File: config.mk
export PLATFORM = sky130hd
export DESIGN_NAME = bpsw_fsm
export DESIGN_NICKNAME = d
export VERILOG_FILES = /design/src/rtl/bpsw_fsm.v
export VERILOG_INCLUDE_DIRS = /design/src /design/src/rtl
export SDC_FILE = /design/constraint.sdc
export NUM_CORES = 1
export LEC_CHECK = 0
export BUFFER_PORTS_ARGS = -buffer_cell sky130_fd_sc_hd__clkbuf_2
export CAP_MARGIN = 15
export CORE_MARGIN = 2
export CORE_UTILIZATION = 45
export CTS_CLUSTER_SIZE = 14
export DETAILED_ROUTE_END_ITERATION = 8
export PLACE_DENSITY = 0.75
export SLEW_MARGIN = 20
export SYNTH_ARGS = -nofsm -noshare
export SYNTH_HDL_FRONTEND = slang
export SYNTH_SLANG_ARGS = --single-unit
File: constraint.sdc
create_clock -name i_clk_sys -period 2.3 [get_ports i_clk_sys]
set_input_delay 0 -clock i_clk_sys [delete_from_list [all_inputs] [get_ports i_clk_sys]]
set_output_delay 0 -clock i_clk_sys [all_outputs]
set_load 0.03 [all_outputs]
File: src/rtl/bpsw_consts.vh
`ifndef BPSW_CONSTS_VH
`define BPSW_CONSTS_VH

// ----------------------------------------------------------------
// Timing
// ----------------------------------------------------------------
`define BPSW_CLK_HZ 10000000
`define BPSW_TICK_MS 4
`define BPSW_TICK_CYCLES ((`BPSW_CLK_HZ / 1000) * `BPSW_TICK_MS)
`define BPSW_OC_PERSIST_TICKS 2
`define BPSW_DUTY_PHASES 8
`define BPSW_LAST_PHASE 3'h7

// ----------------------------------------------------------------
// Register map, byte addresses
// ----------------------------------------------------------------
`define BPSW_ADDR_W 8
`define BPSW_OFF_CTRL 8'h00
`define BPSW_OFF_DELAY 8'h04
`define BPSW_OFF_STATE 8'h08
`define BPSW_OFF_IRQ_STAT 8'h0C
`define BPSW_OFF_IRQ_MASK 8'h10

// ----------------------------------------------------------------
// Fields and reset values
// ----------------------------------------------------------------
`define BPSW_CTRL_FORCE_OFF 0
`define BPSW_CTRL_RST 1'h0
`define BPSW_DELAY_W 8
`define BPSW_DELAY_RST 8'h10
`define BPSW_IRQ_W 5
`define BPSW_IRQ_MASK_RST 5'h00
`define BPSW_EV_SHORT 0
`define BPSW_EV_TAP 1
`define BPSW_EV_DEEP 2
`define BPSW_EV_OC_CUT 3
`define BPSW_EV_CHG_LOST 4
`define BPSW_RESP_OKAY 2'h0
`define BPSW_RESP_SLVERR 2'h2

`endif

File: src/rtl/bpsw_fsm.v
// Notes on behaviour
// - Deep cell with charger: gate 7/8, recheck charger
// - Cycling returns to on when cells in range
// - Pack low, charger found: 1/8 mode
// - Charger flag is sole charger presence indication
// - Pack low clears: move to 7/8 mode
// - Load short opens switch until load removed
// - Sink on after short until removed/deep/pack low
// - Open centre tap opens switch until restored
// - Open tap, pack low, charger: 1/8 charge
// - Each cell in exactly one voltage class
// - Pack low independent of cell classes
// - Load current zero, normal or short
// - Duty fraction is gate on portion
// - Pack lockout implies switch already open
// - Overcharge cut after two ticks persist plus programmed delay
// - Deep cell, no charger: open, shutdown
// - Overcharged, load, no charger: switch on
`timescale 1ns/1ps
`include "bpsw_consts.vh"

module bpsw_fsm #(
  parameter TICK_CYCLES = `BPSW_TICK_CYCLES
) (
  input wire i_clk_sys,
  input wire i_resetn,
  input wire i_hi_cell_deep_discharged_cell,
  input wire i_hi_cell_overcharged,
  input wire i_lo_cell_deep_discharged_cell,
  input wire i_lo_cell_overcharged,
  input wire i_pack_low_voltage,
  input wire i_charger_present,
  input wire i_load_short,
  input wire i_load_zero,
  input wire i_tap_open,
  output reg o_switch_gate_drive,
  output reg o_short_release_sink,
  output wire o_irq,
  input wire i_awvalid,
  output wire o_awready,
  input wire [`BPSW_ADDR_W-1:0] i_awaddr,
  input wire i_wvalid,
  output wire o_wready,
  input wire [31:0] i_wdata,
  input wire [3:0] i_wstrb,
  output reg o_bvalid,
  input wire i_bready,
  output reg [1:0] o_bresp,
  input wire i_arvalid,
  output wire o_arready,
  input wire [`BPSW_ADDR_W-1:0] i_araddr,
  output reg o_rvalid,
  input wire i_rready,
  output reg [31:0] o_rdata,
  output reg [1:0] o_rresp
);

  // ----------------------------------------------------------------
  // States
  // ----------------------------------------------------------------
  localparam [3:0] ST_IDLE = 4'h0;     // Off, no reason to conduct
  localparam [3:0] ST_NORMAL = 4'h1;   // Continuously on
  localparam [3:0] ST_DEEP_CHG = 4'h2; // 7/8 cycling
  localparam [3:0] ST_UV_CHG = 4'h3;   // 1/8 cycling
  localparam [3:0] ST_SHUTDOWN = 4'h4; // Off, low power
  localparam [3:0] ST_SHORT = 4'h5;    // Off, sink on
  localparam [3:0] ST_TAP_OFF = 4'h6;  // Off, tap open
  localparam [3:0] ST_TAP_UV = 4'h7;   // 1/8 cycling with tap open
  localparam [3:0] ST_OC_CHG = 4'h8;   // On, overcharge timing
  localparam [3:0] ST_OC_OFF = 4'h9;   // Off, overcharge cutoff
  localparam NFLAGS = 9;
  // Persistence count held at the width of the overcharge tick counter
  localparam [`BPSW_DELAY_W:0] OC_PERSIST = `BPSW_OC_PERSIST_TICKS;

  // ----------------------------------------------------------------
  // Flag synchronisers
  // ----------------------------------------------------------------
  wire [NFLAGS-1:0] raw_flags;
  reg [NFLAGS-1:0] meta_q;
  reg [NFLAGS-1:0] flags_q;
  assign raw_flags = {i_tap_open, i_load_zero, i_load_short, i_charger_present,
                      i_pack_low_voltage, i_lo_cell_overcharged,
                      i_lo_cell_deep_discharged_cell, i_hi_cell_overcharged,
                      i_hi_cell_deep_discharged_cell};

  // Two flops per flag so a slow comparator edge cannot glitch the gate
  genvar g;
  generate
    for (g = 0; g < NFLAGS; g = g + 1) begin : g_sync
      always @(posedge i_clk_sys or negedge i_resetn) begin
        if (!i_resetn) begin
          meta_q[g] <= 1'b0;
          flags_q[g] <= 1'b0;
        end else begin
          meta_q[g] <= raw_flags[g];
          flags_q[g] <= meta_q[g];
        end
      end
    end
  endgenerate

  // ----------------------------------------------------------------
  // Classification
  // ----------------------------------------------------------------
  // Deep discharge wins if both comparators fire, keeping one class per cell
  wire hi_deep = flags_q[0];
  wire hi_over = flags_q[1] & ~flags_q[0];
  wire lo_deep = flags_q[2];
  wire lo_over = flags_q[3] & ~flags_q[2];
  wire pack_low = flags_q[4];
  wire charger = flags_q[5];
  wire load_short = flags_q[6];
  wire load_zero = flags_q[7] & ~flags_q[6];
  wire tap_open = flags_q[8];
  wire any_deep = hi_deep | lo_deep;
  wire any_over = hi_over | lo_over;

  // ----------------------------------------------------------------
  // Oscillator tick and duty phase
  // ----------------------------------------------------------------
  reg [23:0] tick_cnt_q;
  reg [2:0] phase_q;
  wire tick = (tick_cnt_q == TICK_CYCLES[23:0] - 24'h000001);

  always @(posedge i_clk_sys or negedge i_resetn) begin
    if (!i_resetn) begin
      tick_cnt_q <= 24'h000000;
      phase_q <= 3'h0;
    end else begin
      tick_cnt_q <= tick ? 24'h000000 : tick_cnt_q + 24'h000001;
      if (tick) begin
        phase_q <= phase_q + 3'h1;
      end
    end
  end

  // Gate patterns: on for seven of eight ticks, or one of eight
  wire gate_7of8 = (phase_q != `BPSW_LAST_PHASE);
  wire gate_1of8 = (phase_q == 3'h0);
  // Charger is trusted only at the end of an off tick, when the switch is open
  wire off_sample = tick & (phase_q == `BPSW_LAST_PHASE);

  // ----------------------------------------------------------------
  // Registers seen by software
  // ----------------------------------------------------------------
  reg force_off_q;
  reg [`BPSW_DELAY_W-1:0] oc_delay_q;
  reg [`BPSW_IRQ_W-1:0] irq_stat_q;
  reg [`BPSW_IRQ_W-1:0] irq_mask_q;

  // Steady-state choice from the present conditions, no short and tap closed
  function [3:0] pick_state;
    input pl, chg, deep, over, lz;
    begin
      if (pl) begin
        pick_state = chg ? ST_UV_CHG : ST_SHUTDOWN;
      end else if (deep) begin
        pick_state = chg ? ST_DEEP_CHG : ST_SHUTDOWN;
      end else if (over) begin
        if (chg) begin
          pick_state = ST_OC_CHG;
        end else begin
          pick_state = lz ? ST_IDLE : ST_NORMAL;
        end
      end else begin
        pick_state = ST_NORMAL;
      end
    end
  endfunction

  // ----------------------------------------------------------------
  // Protection state machine
  // ----------------------------------------------------------------
  reg [3:0] state_q;
  reg [3:0] state_d;
  reg [`BPSW_DELAY_W:0] oc_cnt_q;
  reg [`BPSW_DELAY_W:0] oc_cnt_d;
  reg [`BPSW_IRQ_W-1:0] events;
  wire [3:0] steady = pick_state(pack_low, charger, any_deep, any_over, load_zero);
  wire [`BPSW_DELAY_W:0] oc_limit = {1'b0, oc_delay_q} + OC_PERSIST;

  always @* begin
    state_d = state_q;
    oc_cnt_d = oc_cnt_q;
    events = {`BPSW_IRQ_W{1'b0}};
    if (tap_open && state_q != ST_TAP_OFF && state_q != ST_TAP_UV) begin
      // Open tap overrides everything else
      state_d = (pack_low && charger) ? ST_TAP_UV : ST_TAP_OFF;
      events[`BPSW_EV_TAP] = 1'b1;
    end else if (load_short && o_switch_gate_drive && state_q != ST_SHORT) begin
      state_d = ST_SHORT;
      events[`BPSW_EV_SHORT] = 1'b1;
    end else begin
      case (state_q)
        ST_TAP_OFF, ST_TAP_UV: begin
          if (!tap_open) begin
            state_d = steady;
          end else if (state_q == ST_TAP_UV && (!pack_low || (off_sample && !charger))) begin
            state_d = ST_TAP_OFF;
          end else if (state_q == ST_TAP_OFF && pack_low && charger) begin
            state_d = ST_TAP_UV;
          end
        end
        ST_SHORT: begin
          if (any_deep || pack_low) begin
            state_d = ST_SHUTDOWN;
            events[`BPSW_EV_DEEP] = 1'b1;
          end else if (load_zero) begin
            state_d = steady;
          end
        end
        ST_DEEP_CHG: begin
          if (off_sample && !charger) begin
            state_d = ST_SHUTDOWN;
            events[`BPSW_EV_CHG_LOST] = 1'b1;
          end else if (!any_deep) begin
            state_d = steady;
          end
        end
        ST_UV_CHG: begin
          if (off_sample && !charger) begin
            state_d = ST_SHUTDOWN;
            events[`BPSW_EV_CHG_LOST] = 1'b1;
          end else if (!pack_low) begin
            state_d = ST_DEEP_CHG;
          end
        end
        ST_OC_CHG: begin
          if (!any_over || !charger) begin
            state_d = steady;
            oc_cnt_d = {(`BPSW_DELAY_W+1){1'b0}};
          end else if (tick) begin
            // Two ticks of persistence, then the programmed extra charge time
            if (oc_cnt_q >= oc_limit) begin
              state_d = ST_OC_OFF;
              oc_cnt_d = {(`BPSW_DELAY_W+1){1'b0}};
              events[`BPSW_EV_OC_CUT] = 1'b1;
            end else begin
              oc_cnt_d = oc_cnt_q + 1'b1;
            end
          end
        end
        ST_OC_OFF: begin
          if (!any_over || !charger) begin
            state_d = steady;
          end
        end
        ST_IDLE, ST_NORMAL, ST_SHUTDOWN: begin
          state_d = steady;
          if (state_q != ST_SHUTDOWN && steady == ST_SHUTDOWN) begin
            events[`BPSW_EV_DEEP] = 1'b1;
          end
          if (steady != ST_OC_CHG) begin
            oc_cnt_d = {(`BPSW_DELAY_W+1){1'b0}};
          end
        end
        default: begin
          state_d = ST_SHUTDOWN;
        end
      endcase
    end
  end

  always @(posedge i_clk_sys or negedge i_resetn) begin
    if (!i_resetn) begin
      state_q <= ST_SHUTDOWN;
      oc_cnt_q <= {(`BPSW_DELAY_W+1){1'b0}};
    end else begin
      state_q <= state_d;
      oc_cnt_q <= oc_cnt_d;
    end
  end

  // ----------------------------------------------------------------
  // Gate and sink drive
  // ----------------------------------------------------------------
  // Registered so a decode hazard never reaches the MOSFET gate
  always @(posedge i_clk_sys or negedge i_resetn) begin
    if (!i_resetn) begin
      o_switch_gate_drive <= 1'b0;
      o_short_release_sink <= 1'b0;
    end else begin
      case (state_d)
        ST_NORMAL, ST_OC_CHG: o_switch_gate_drive <= ~force_off_q;
        ST_DEEP_CHG: o_switch_gate_drive <= gate_7of8 & ~force_off_q;
        ST_UV_CHG, ST_TAP_UV: o_switch_gate_drive <= gate_1of8 & ~force_off_q;
        default: o_switch_gate_drive <= 1'b0;
      endcase
      o_short_release_sink <= (state_d == ST_SHORT);
    end
  end

  // ----------------------------------------------------------------
  // AXI4-Lite slave
  // ----------------------------------------------------------------
  reg aw_held_q;
  reg w_held_q;
  reg [`BPSW_ADDR_W-1:0] awaddr_q;
  reg [31:0] wdata_q;
  reg [3:0] wstrb_q;

  // Address decode shared by both directions
  function mapped;
    input [`BPSW_ADDR_W-1:0] a;
    begin
      mapped = (a == `BPSW_OFF_CTRL) || (a == `BPSW_OFF_DELAY) ||
               (a == `BPSW_OFF_STATE) || (a == `BPSW_OFF_IRQ_STAT) ||
               (a == `BPSW_OFF_IRQ_MASK);
    end
  endfunction

  assign o_awready = ~aw_held_q & ~o_bvalid;
  assign o_wready = ~w_held_q & ~o_bvalid;
  assign o_arready = ~o_rvalid;
  wire do_write = aw_held_q & w_held_q & ~o_bvalid;
  wire do_read = i_arvalid & o_arready;
  wire stat_read = do_read && (i_araddr == `BPSW_OFF_IRQ_STAT);

  // Write channel capture, either order
  always @(posedge i_clk_sys or negedge i_resetn) begin
    if (!i_resetn) begin
      aw_held_q <= 1'b0;
      w_held_q <= 1'b0;
      awaddr_q <= {`BPSW_ADDR_W{1'b0}};
      wdata_q <= 32'h00000000;
      wstrb_q <= 4'h0;
      o_bvalid <= 1'b0;
      o_bresp <= `BPSW_RESP_OKAY;
    end else begin
      if (i_awvalid && o_awready) begin
        aw_held_q <= 1'b1;
        awaddr_q <= i_awaddr;
      end
      if (i_wvalid && o_wready) begin
        w_held_q <= 1'b1;
        wdata_q <= i_wdata;
        wstrb_q <= i_wstrb;
      end
      if (do_write) begin
        aw_held_q <= 1'b0;
        w_held_q <= 1'b0;
        o_bvalid <= 1'b1;
        o_bresp <= mapped(awaddr_q) ? `BPSW_RESP_OKAY : `BPSW_RESP_SLVERR;
      end else if (o_bvalid && i_bready) begin
        o_bvalid <= 1'b0;
      end
    end
  end

  // Writable registers; status and state are read-only
  always @(posedge i_clk_sys or negedge i_resetn) begin
    if (!i_resetn) begin
      force_off_q <= `BPSW_CTRL_RST;
      oc_delay_q <= `BPSW_DELAY_RST;
      irq_mask_q <= `BPSW_IRQ_MASK_RST;
    end else if (do_write && wstrb_q[0]) begin
      if (awaddr_q == `BPSW_OFF_CTRL) begin
        force_off_q <= wdata_q[`BPSW_CTRL_FORCE_OFF];
      end
      if (awaddr_q == `BPSW_OFF_DELAY) begin
        oc_delay_q <= wdata_q[`BPSW_DELAY_W-1:0];
      end
      if (awaddr_q == `BPSW_OFF_IRQ_MASK) begin
        irq_mask_q <= wdata_q[`BPSW_IRQ_W-1:0];
      end
    end
  end

  // Sticky events: a read clears, but a new event in that cycle survives
  always @(posedge i_clk_sys or negedge i_resetn) begin
    if (!i_resetn) begin
      irq_stat_q <= {`BPSW_IRQ_W{1'b0}};
    end else begin
      irq_stat_q <= (stat_read ? {`BPSW_IRQ_W{1'b0}} : irq_stat_q) | events;
    end
  end

  assign o_irq = |(irq_stat_q & irq_mask_q);

  // Read data, one cycle after the address is taken
  always @(posedge i_clk_sys or negedge i_resetn) begin
    if (!i_resetn) begin
      o_rvalid <= 1'b0;
      o_rdata <= 32'h00000000;
      o_rresp <= `BPSW_RESP_OKAY;
    end else if (do_read) begin
      o_rvalid <= 1'b1;
      o_rresp <= mapped(i_araddr) ? `BPSW_RESP_OKAY : `BPSW_RESP_SLVERR;
      case (i_araddr)
        `BPSW_OFF_CTRL: o_rdata <= {31'h00000000, force_off_q};
        `BPSW_OFF_DELAY: o_rdata <= {24'h000000, oc_delay_q};
        `BPSW_OFF_STATE: o_rdata <= {14'h0000, flags_q, phase_q,
                                     o_short_release_sink, o_switch_gate_drive, state_q};
        `BPSW_OFF_IRQ_STAT: o_rdata <= {27'h0000000, irq_stat_q};
        `BPSW_OFF_IRQ_MASK: o_rdata <= {27'h0000000, irq_mask_q};
        default: o_rdata <= 32'h00000000;
      endcase
    end else if (o_rvalid && i_rready) begin
      o_rvalid <= 1'b0;
    end
  end

endmodule // bpsw_fsm

Word-level counts from Yosys, hierarchy flattened
Cells that the tools add are included.
Storage, ports and cells
  output and inout bits: 44
  word-level logic and storage cells: 208
  register bits after elaboration: 136
Cells by class
  bitwise gates (word level): 25
  equal/unequal tests: 34
  reductions and logical operators: 49
  $lt $le $gt $ge: 1
  $add $sub $neg: 4
  muxes and demuxes: 57
Operators with widths (count)
  case mux 18 bit (5 select lines): 1
  2-to-1 mux 4 bit: 19
  2-to-1 mux 9 bit: 4
  == test 8 x 4 -> 1 bit (second input constant): 4
  == test 4 x 3 -> 1 bit (second input constant): 7
  case mux 4 bit (7 select lines): 1
  adder 24 x 1 -> 24 bit (second input constant): 1
  == test 24 x 16 -> 1 bit (second input constant): 1
  2-to-1 mux 24 bit: 1
  2-to-1 mux 1 bit: 21
  case mux 9 bit (2 select lines): 1
  == test 4 x 2 -> 1 bit (second input constant): 4
  == test 8 x 3 -> 1 bit (second input constant): 2
  == test 8 x 5 -> 1 bit (second input constant): 2
  logical AND 1 bit: 16
  zero test 8 bit: 2
  != test 4 x 3 -> 1 bit (second input constant): 4
  == test 4 bit (second input constant): 3
  2-to-1 mux 3 bit: 4
  AND 1 bit: 11
  logical OR 1 bit: 11
  NOT 1 bit: 10
  nonzero test 2 bit: 5
  adder 8 x 2 -> 9 bit (second input constant): 1
  other kinds (23): 34

Depth between registers and ports, before layout
  depth after elaboration: 15
  mapped depth: 12
  gate-level depth less buffers: 12

Worst setup path after synthesis
OpenSTA, ideal clock, no wires.
  path kind: register -> register
  start: reg oc_delay_q[1]
  end: reg o_switch_gate_drive
  arrival: 2.475 ns
  slack: -0.271 ns
  buffers on the path: 0
  required time: 2.205 ns
  clock period less this slack: 2.571 ns
  cell stages (with the launch flop): 13
  cells stage by stage: dfrtp_1 ha_1 nand3_1 nor2_1 xnor2_1 ha_1 o21ai_0 a21oi_1 o22ai_1 o211ai_1 a32oi_2 or4b_1 o31ai_1
On the way
  word-level cells in the longest chain between the ends: 11
  elaborated cells between the ends (all ways): 16
Ends and longest elaborated chain
  start: declaration: line bpsw_fsm.v:147  | reg [`BPSW_DELAY_W-1:0] oc_delay_q;
  start signal: assignment: line bpsw_fsm.v:354  | oc_delay_q <= `BPSW_DELAY_RST;
  start signal: assignment: line bpsw_fsm.v:361  | oc_delay_q <= wdata_q[`BPSW_DELAY_W-1:0];
  adder 8 x 2 -> 9 bit (*): line bpsw_fsm.v:180  | wire [`BPSW_DELAY_W:0] oc_limit = {1'b0, oc_delay_q} + OC_PERSIST;
  >= comparator 9 bit (*): line bpsw_fsm.v:234  | if (oc_cnt_q >= oc_limit) begin
  2-to-1 mux 4 bit (*): line bpsw_fsm.v:234
  2-to-1 mux 4 bit (*): line bpsw_fsm.v:232  | end else if (tick) begin
  2-to-1 mux 4 bit (*): line bpsw_fsm.v:229  | if (!any_over || !charger) begin
  case mux 4 bit (7 select lines) (*): line bpsw_fsm.v:194  | case (state_q)
  2-to-1 mux 4 bit (*): line bpsw_fsm.v:190  | end else if (load_short && o_switch_gate_drive && state_q != ST_SHORT) begin
  2-to-1 mux 4 bit (*): line bpsw_fsm.v:186  | if (tap_open && state_q != ST_TAP_OFF && state_q != ST_TAP_UV) begin
  == test 4 x 2 -> 1 bit, or another cell as far along: line bpsw_fsm.v:283  | case (state_d)
  OR reduction 2 bit: line bpsw_fsm.v:283
  case mux 1 bit (3 select lines) (*): line bpsw_fsm.v:283
  end signal: assignment: line bpsw_fsm.v:284  | ST_NORMAL, ST_OC_CHG: o_switch_gate_drive <= ~force_off_q;
  end signal: assignment: line bpsw_fsm.v:285  | ST_DEEP_CHG: o_switch_gate_drive <= gate_7of8 & ~force_off_q;
  end signal: assignment: line bpsw_fsm.v:286  | ST_UV_CHG, ST_TAP_UV: o_switch_gate_drive <= gate_1of8 & ~force_off_q;
  end: declaration: line bpsw_fsm.v:36  | output reg o_switch_gate_drive,
Every way passes the cells marked *; elsewhere a longest branch is shown, timed or not.
A chain may end at the register's enable or synchronous reset.

Final worst setup path
  start: reg oc_delay_q[4]
  end: reg o_switch_gate_drive
The elaborated chain is that of the path after synthesis.

==> impl_metrics.toml <==
[status]
outcome = "finished with violations"
violations = "setup timing"

[clocking]
h-tree-depth = 4
cts_tree = "yes"
clk_pin_slew_ns = 0.05
cts_made_buffers = 17
clock_latency_ns = 0.41
clkSinkCount = 120
cts_max_path_buffers = 2
clk_root_buffer_cell = "clkbuf_16"

[synthesis]
post_synth.cell_area_avg_um2 = 10.7
synth_edf_count = 0
ys_ff_latch = 120
ys.flop_type = "dfrtp_1"
ys_seq_area_share_pct = 51.3
syn_inst = 550
yosys_warnings = 0
syn_area_um2 = 5860
yosysUniqueCellTypes = 71
async_reset_ff_share_pct = 100

[critical_path]
crit_slowest_cell = "dfstp_2"
rr_startpoint = "oc_delay_q[4]"
arrival_ns = 3.03
r2r_slack_ns = -0.42
critical_path.top_delay_family = "compound AO/OA/AOI/OAI gates"
cpPeakStageDelay_ns = 0.58
cp_cell_sequence = "nand3_4 -> nor2_4 -> buf_6 -> xnor2_2 -> ha_1 -> o21ai_1 -> a21oi_2 -> o22ai_2 -> o211ai_1 -> a32oi_2 -> or4b_4 -> o31ai_1"
path_buf_inv = 1
path_depth = 12
startpoint = "oc_delay_q[4]"
reg2regPathDepth = 12
startpoint_type = "register"
critPathRequiredTime_ns = 2.61
path_class = "register to register"
crit_fanout = 4
worstSetupEndpointType = "register"

[route]
wl_met1_um = 6140
firstDrtPassIters = 5
post-route-drc-count = 0
wl_met3_um = 840
wl_met2_um = 7740
ant_nets = 0
topRoutingLayerUsed = "met4"
wl_per_cell_um = 17.1
drt-total-wl_um = 15100
drt-vias-per-instance = 5.60
vias = 4959
drtIter0Drc = 429

[layout]
nets = 784
drive_gt1_share_pct = 31.8
final_cell_mix = "117 x dfrtp_1, 67 x clkbuf_2, 53 x nand2_1"
antenna_cells = 0
fillers = 974
layout_commonest_cell = "dfrtp_1"
final_cell_count_no_fill = 885
areaGrowthSynthToFinish_pct = 32.1
finalInstanceArea_um2 = 7740

[sta]
min_period_ns = 2.72
final-setup-viol-count = 12
final_max_slew_viol_count = 0
relSlewSlack_pct = 45.8
tightest_slew_ns = 0.807
worst_slack_ns = -0.420
finalCritPeriodShare_pct = 118
fmax_ghz = 0.368
final-hold-violation-count = 0
rsz0062_at_grt = "yes"
fin_setup_tns_ns = -2.23
fin_skew_ns = 0.00411

[placed_design]
dp.cells = 819
place_ws_ns = -0.437
hpwl_um = 9910
placed_area_um2 = 6660
io_buffers = 68
gp_congestion = 0.921

[global_routing]
antenna_found_initial = 0
grt_remaining_overflow = 0
grt_pass1_vias = 5080
grt_max_degree = 72
grt_use_total_pct = 22.2
grt_pass1_wl_um = 24900

[worst_hold_path]
holdCritPathClass = "input port to register"
whs_path_depth = 4
hp-start = "i_araddr[4]"

[die]
fp.dieW_um = 118
fp-row-count = 41
core_um2 = 12700
die_height_um = 118
dieArea_um2 = 14000
io_pins = 112
initial_core_util_pct = 46.2

[power_and_ir_drop]
power_mw = 7.08
peakVddDrop_uv = 597
p_per_area_nw_per_um2 = 915
leakagePower_nw = 3.54

[flow_run]
drv_cap = 0
timing repair:
item                                    CTS  global route
pin swaps                                14            10
hold buffers                             30             0
endpoints found under the hold margin   146             0
resized for setup                        29            16
buffers inserted                          4             1
endpoints found under the setup margin   12            13
final timing paths:
path                                  endpoint
setup / recovery           o_switch_gate_drive
hold / removal                      o_rdata[0]
setup reg to reg           o_switch_gate_drive
hold reg to reg                        hi_deep
max in group asynchronous       tick_cnt_q[23]
min in group asynchronous            meta_q[0]
through the flow:
stage / hold WS [ns] / utilization, %
final: 0.0872 / 61.1
after global routing: 0.137 / 61.1
after global placement: -0.149 / 52.6
after CTS: 0.0788 / 60.4
after floorplan: -0.296 / -
after detailed placement: -0.143 / 52.6
registers in the layout (all words and copies together) (netlist names), 8 cells and up:
register	flops
tick_cnt_q	24
oc_delay_q	8
meta_q	9
oc_cnt_q	9
wdata_q	8
o_rdata	18
awaddr_q	8
cell families (layout without fill, tap and decap cells):
kind of cell,count (synthesis),in the layout,synth area share (%)
other cells,1,16,0.0640
compound gates,113,113,13.4
mux,33,33,6.34
buf+inv,49,197,4.51
xor+xnor,27,27,4.04
fa+ha+maj,15,15,3.20
simple gates,192,192,17.1
flops,120,120,51.3
metal layers:
metal | GRT usage [%] | vias up
met5 | 0 | -
met4 | 10.1 | 0
met3 | 5.04 | 42
met2 | 37.3 | 209
met1 | 27.3 | 2459
li1 | - | 2249
worst min-delay path, delay by kind of cell:
family | cells | cell delay, ns
compound gates | 2 | 0.17
mux | 1 | 0.16
buf+inv | 1 | 0.11
where the power goes:
part / internal [mW] / switching (mW) / total [mW]
Clock: 1.61 / 0.944 / 2.55
Sequential: 2.41 / 0.327 / 2.74
Combinational: 0.833 / 0.956 / 1.79
Total: 4.86 / 2.23 / 7.08
cell type report:
type | instances | area, um2 | share of cell area [%]
inverters | 15 | 56.3 | 0.728
clock inverters | 12 | 128 | 1.65
multi-input cells | 396 | 2830 | 36.5
flip-flops and latches | 120 | 3010 | 38.9
well taps | 172 | 215 | 2.78
clock buffers | 19 | 443 | 5.72
repair buffers | 151 | 1060 | 13.8
synth_stat cells, types with 3 or more instances:
master,instances,area (um2)
a21boi_0,5,37.5
and3_1,7,43.8
nand2b_1,6,37.5
mux2_2,33,372
a22oi_1,5,37.5
a211oi_1,4,30.0
and3b_1,3,26.3
o22ai_1,6,37.5
o21ai_1,3,15.0
nand3_1,33,165
dfrtp_1,118,2950
o21ai_0,32,160
o31ai_1,9,67.6
ha_1,15,188
nor2_1,31,116
buf_4,17,128
a21o_1,3,22.5
nor2b_1,12,75.1
buf_2,6,30.0
xor2_1,8,70.1
xnor2_1,19,166
inv_1,15,56.3
nor4_1,5,31.3
nand2_1,53,199
a21oi_1,15,75.1
clkbuf_1,9,33.8
nor3_1,6,30.0
nand4_1,5,31.3
o211ai_1,3,22.5
and2_1,9,56.3
a222oi_1,5,50.1
Power figures use the tool's default switching activity.
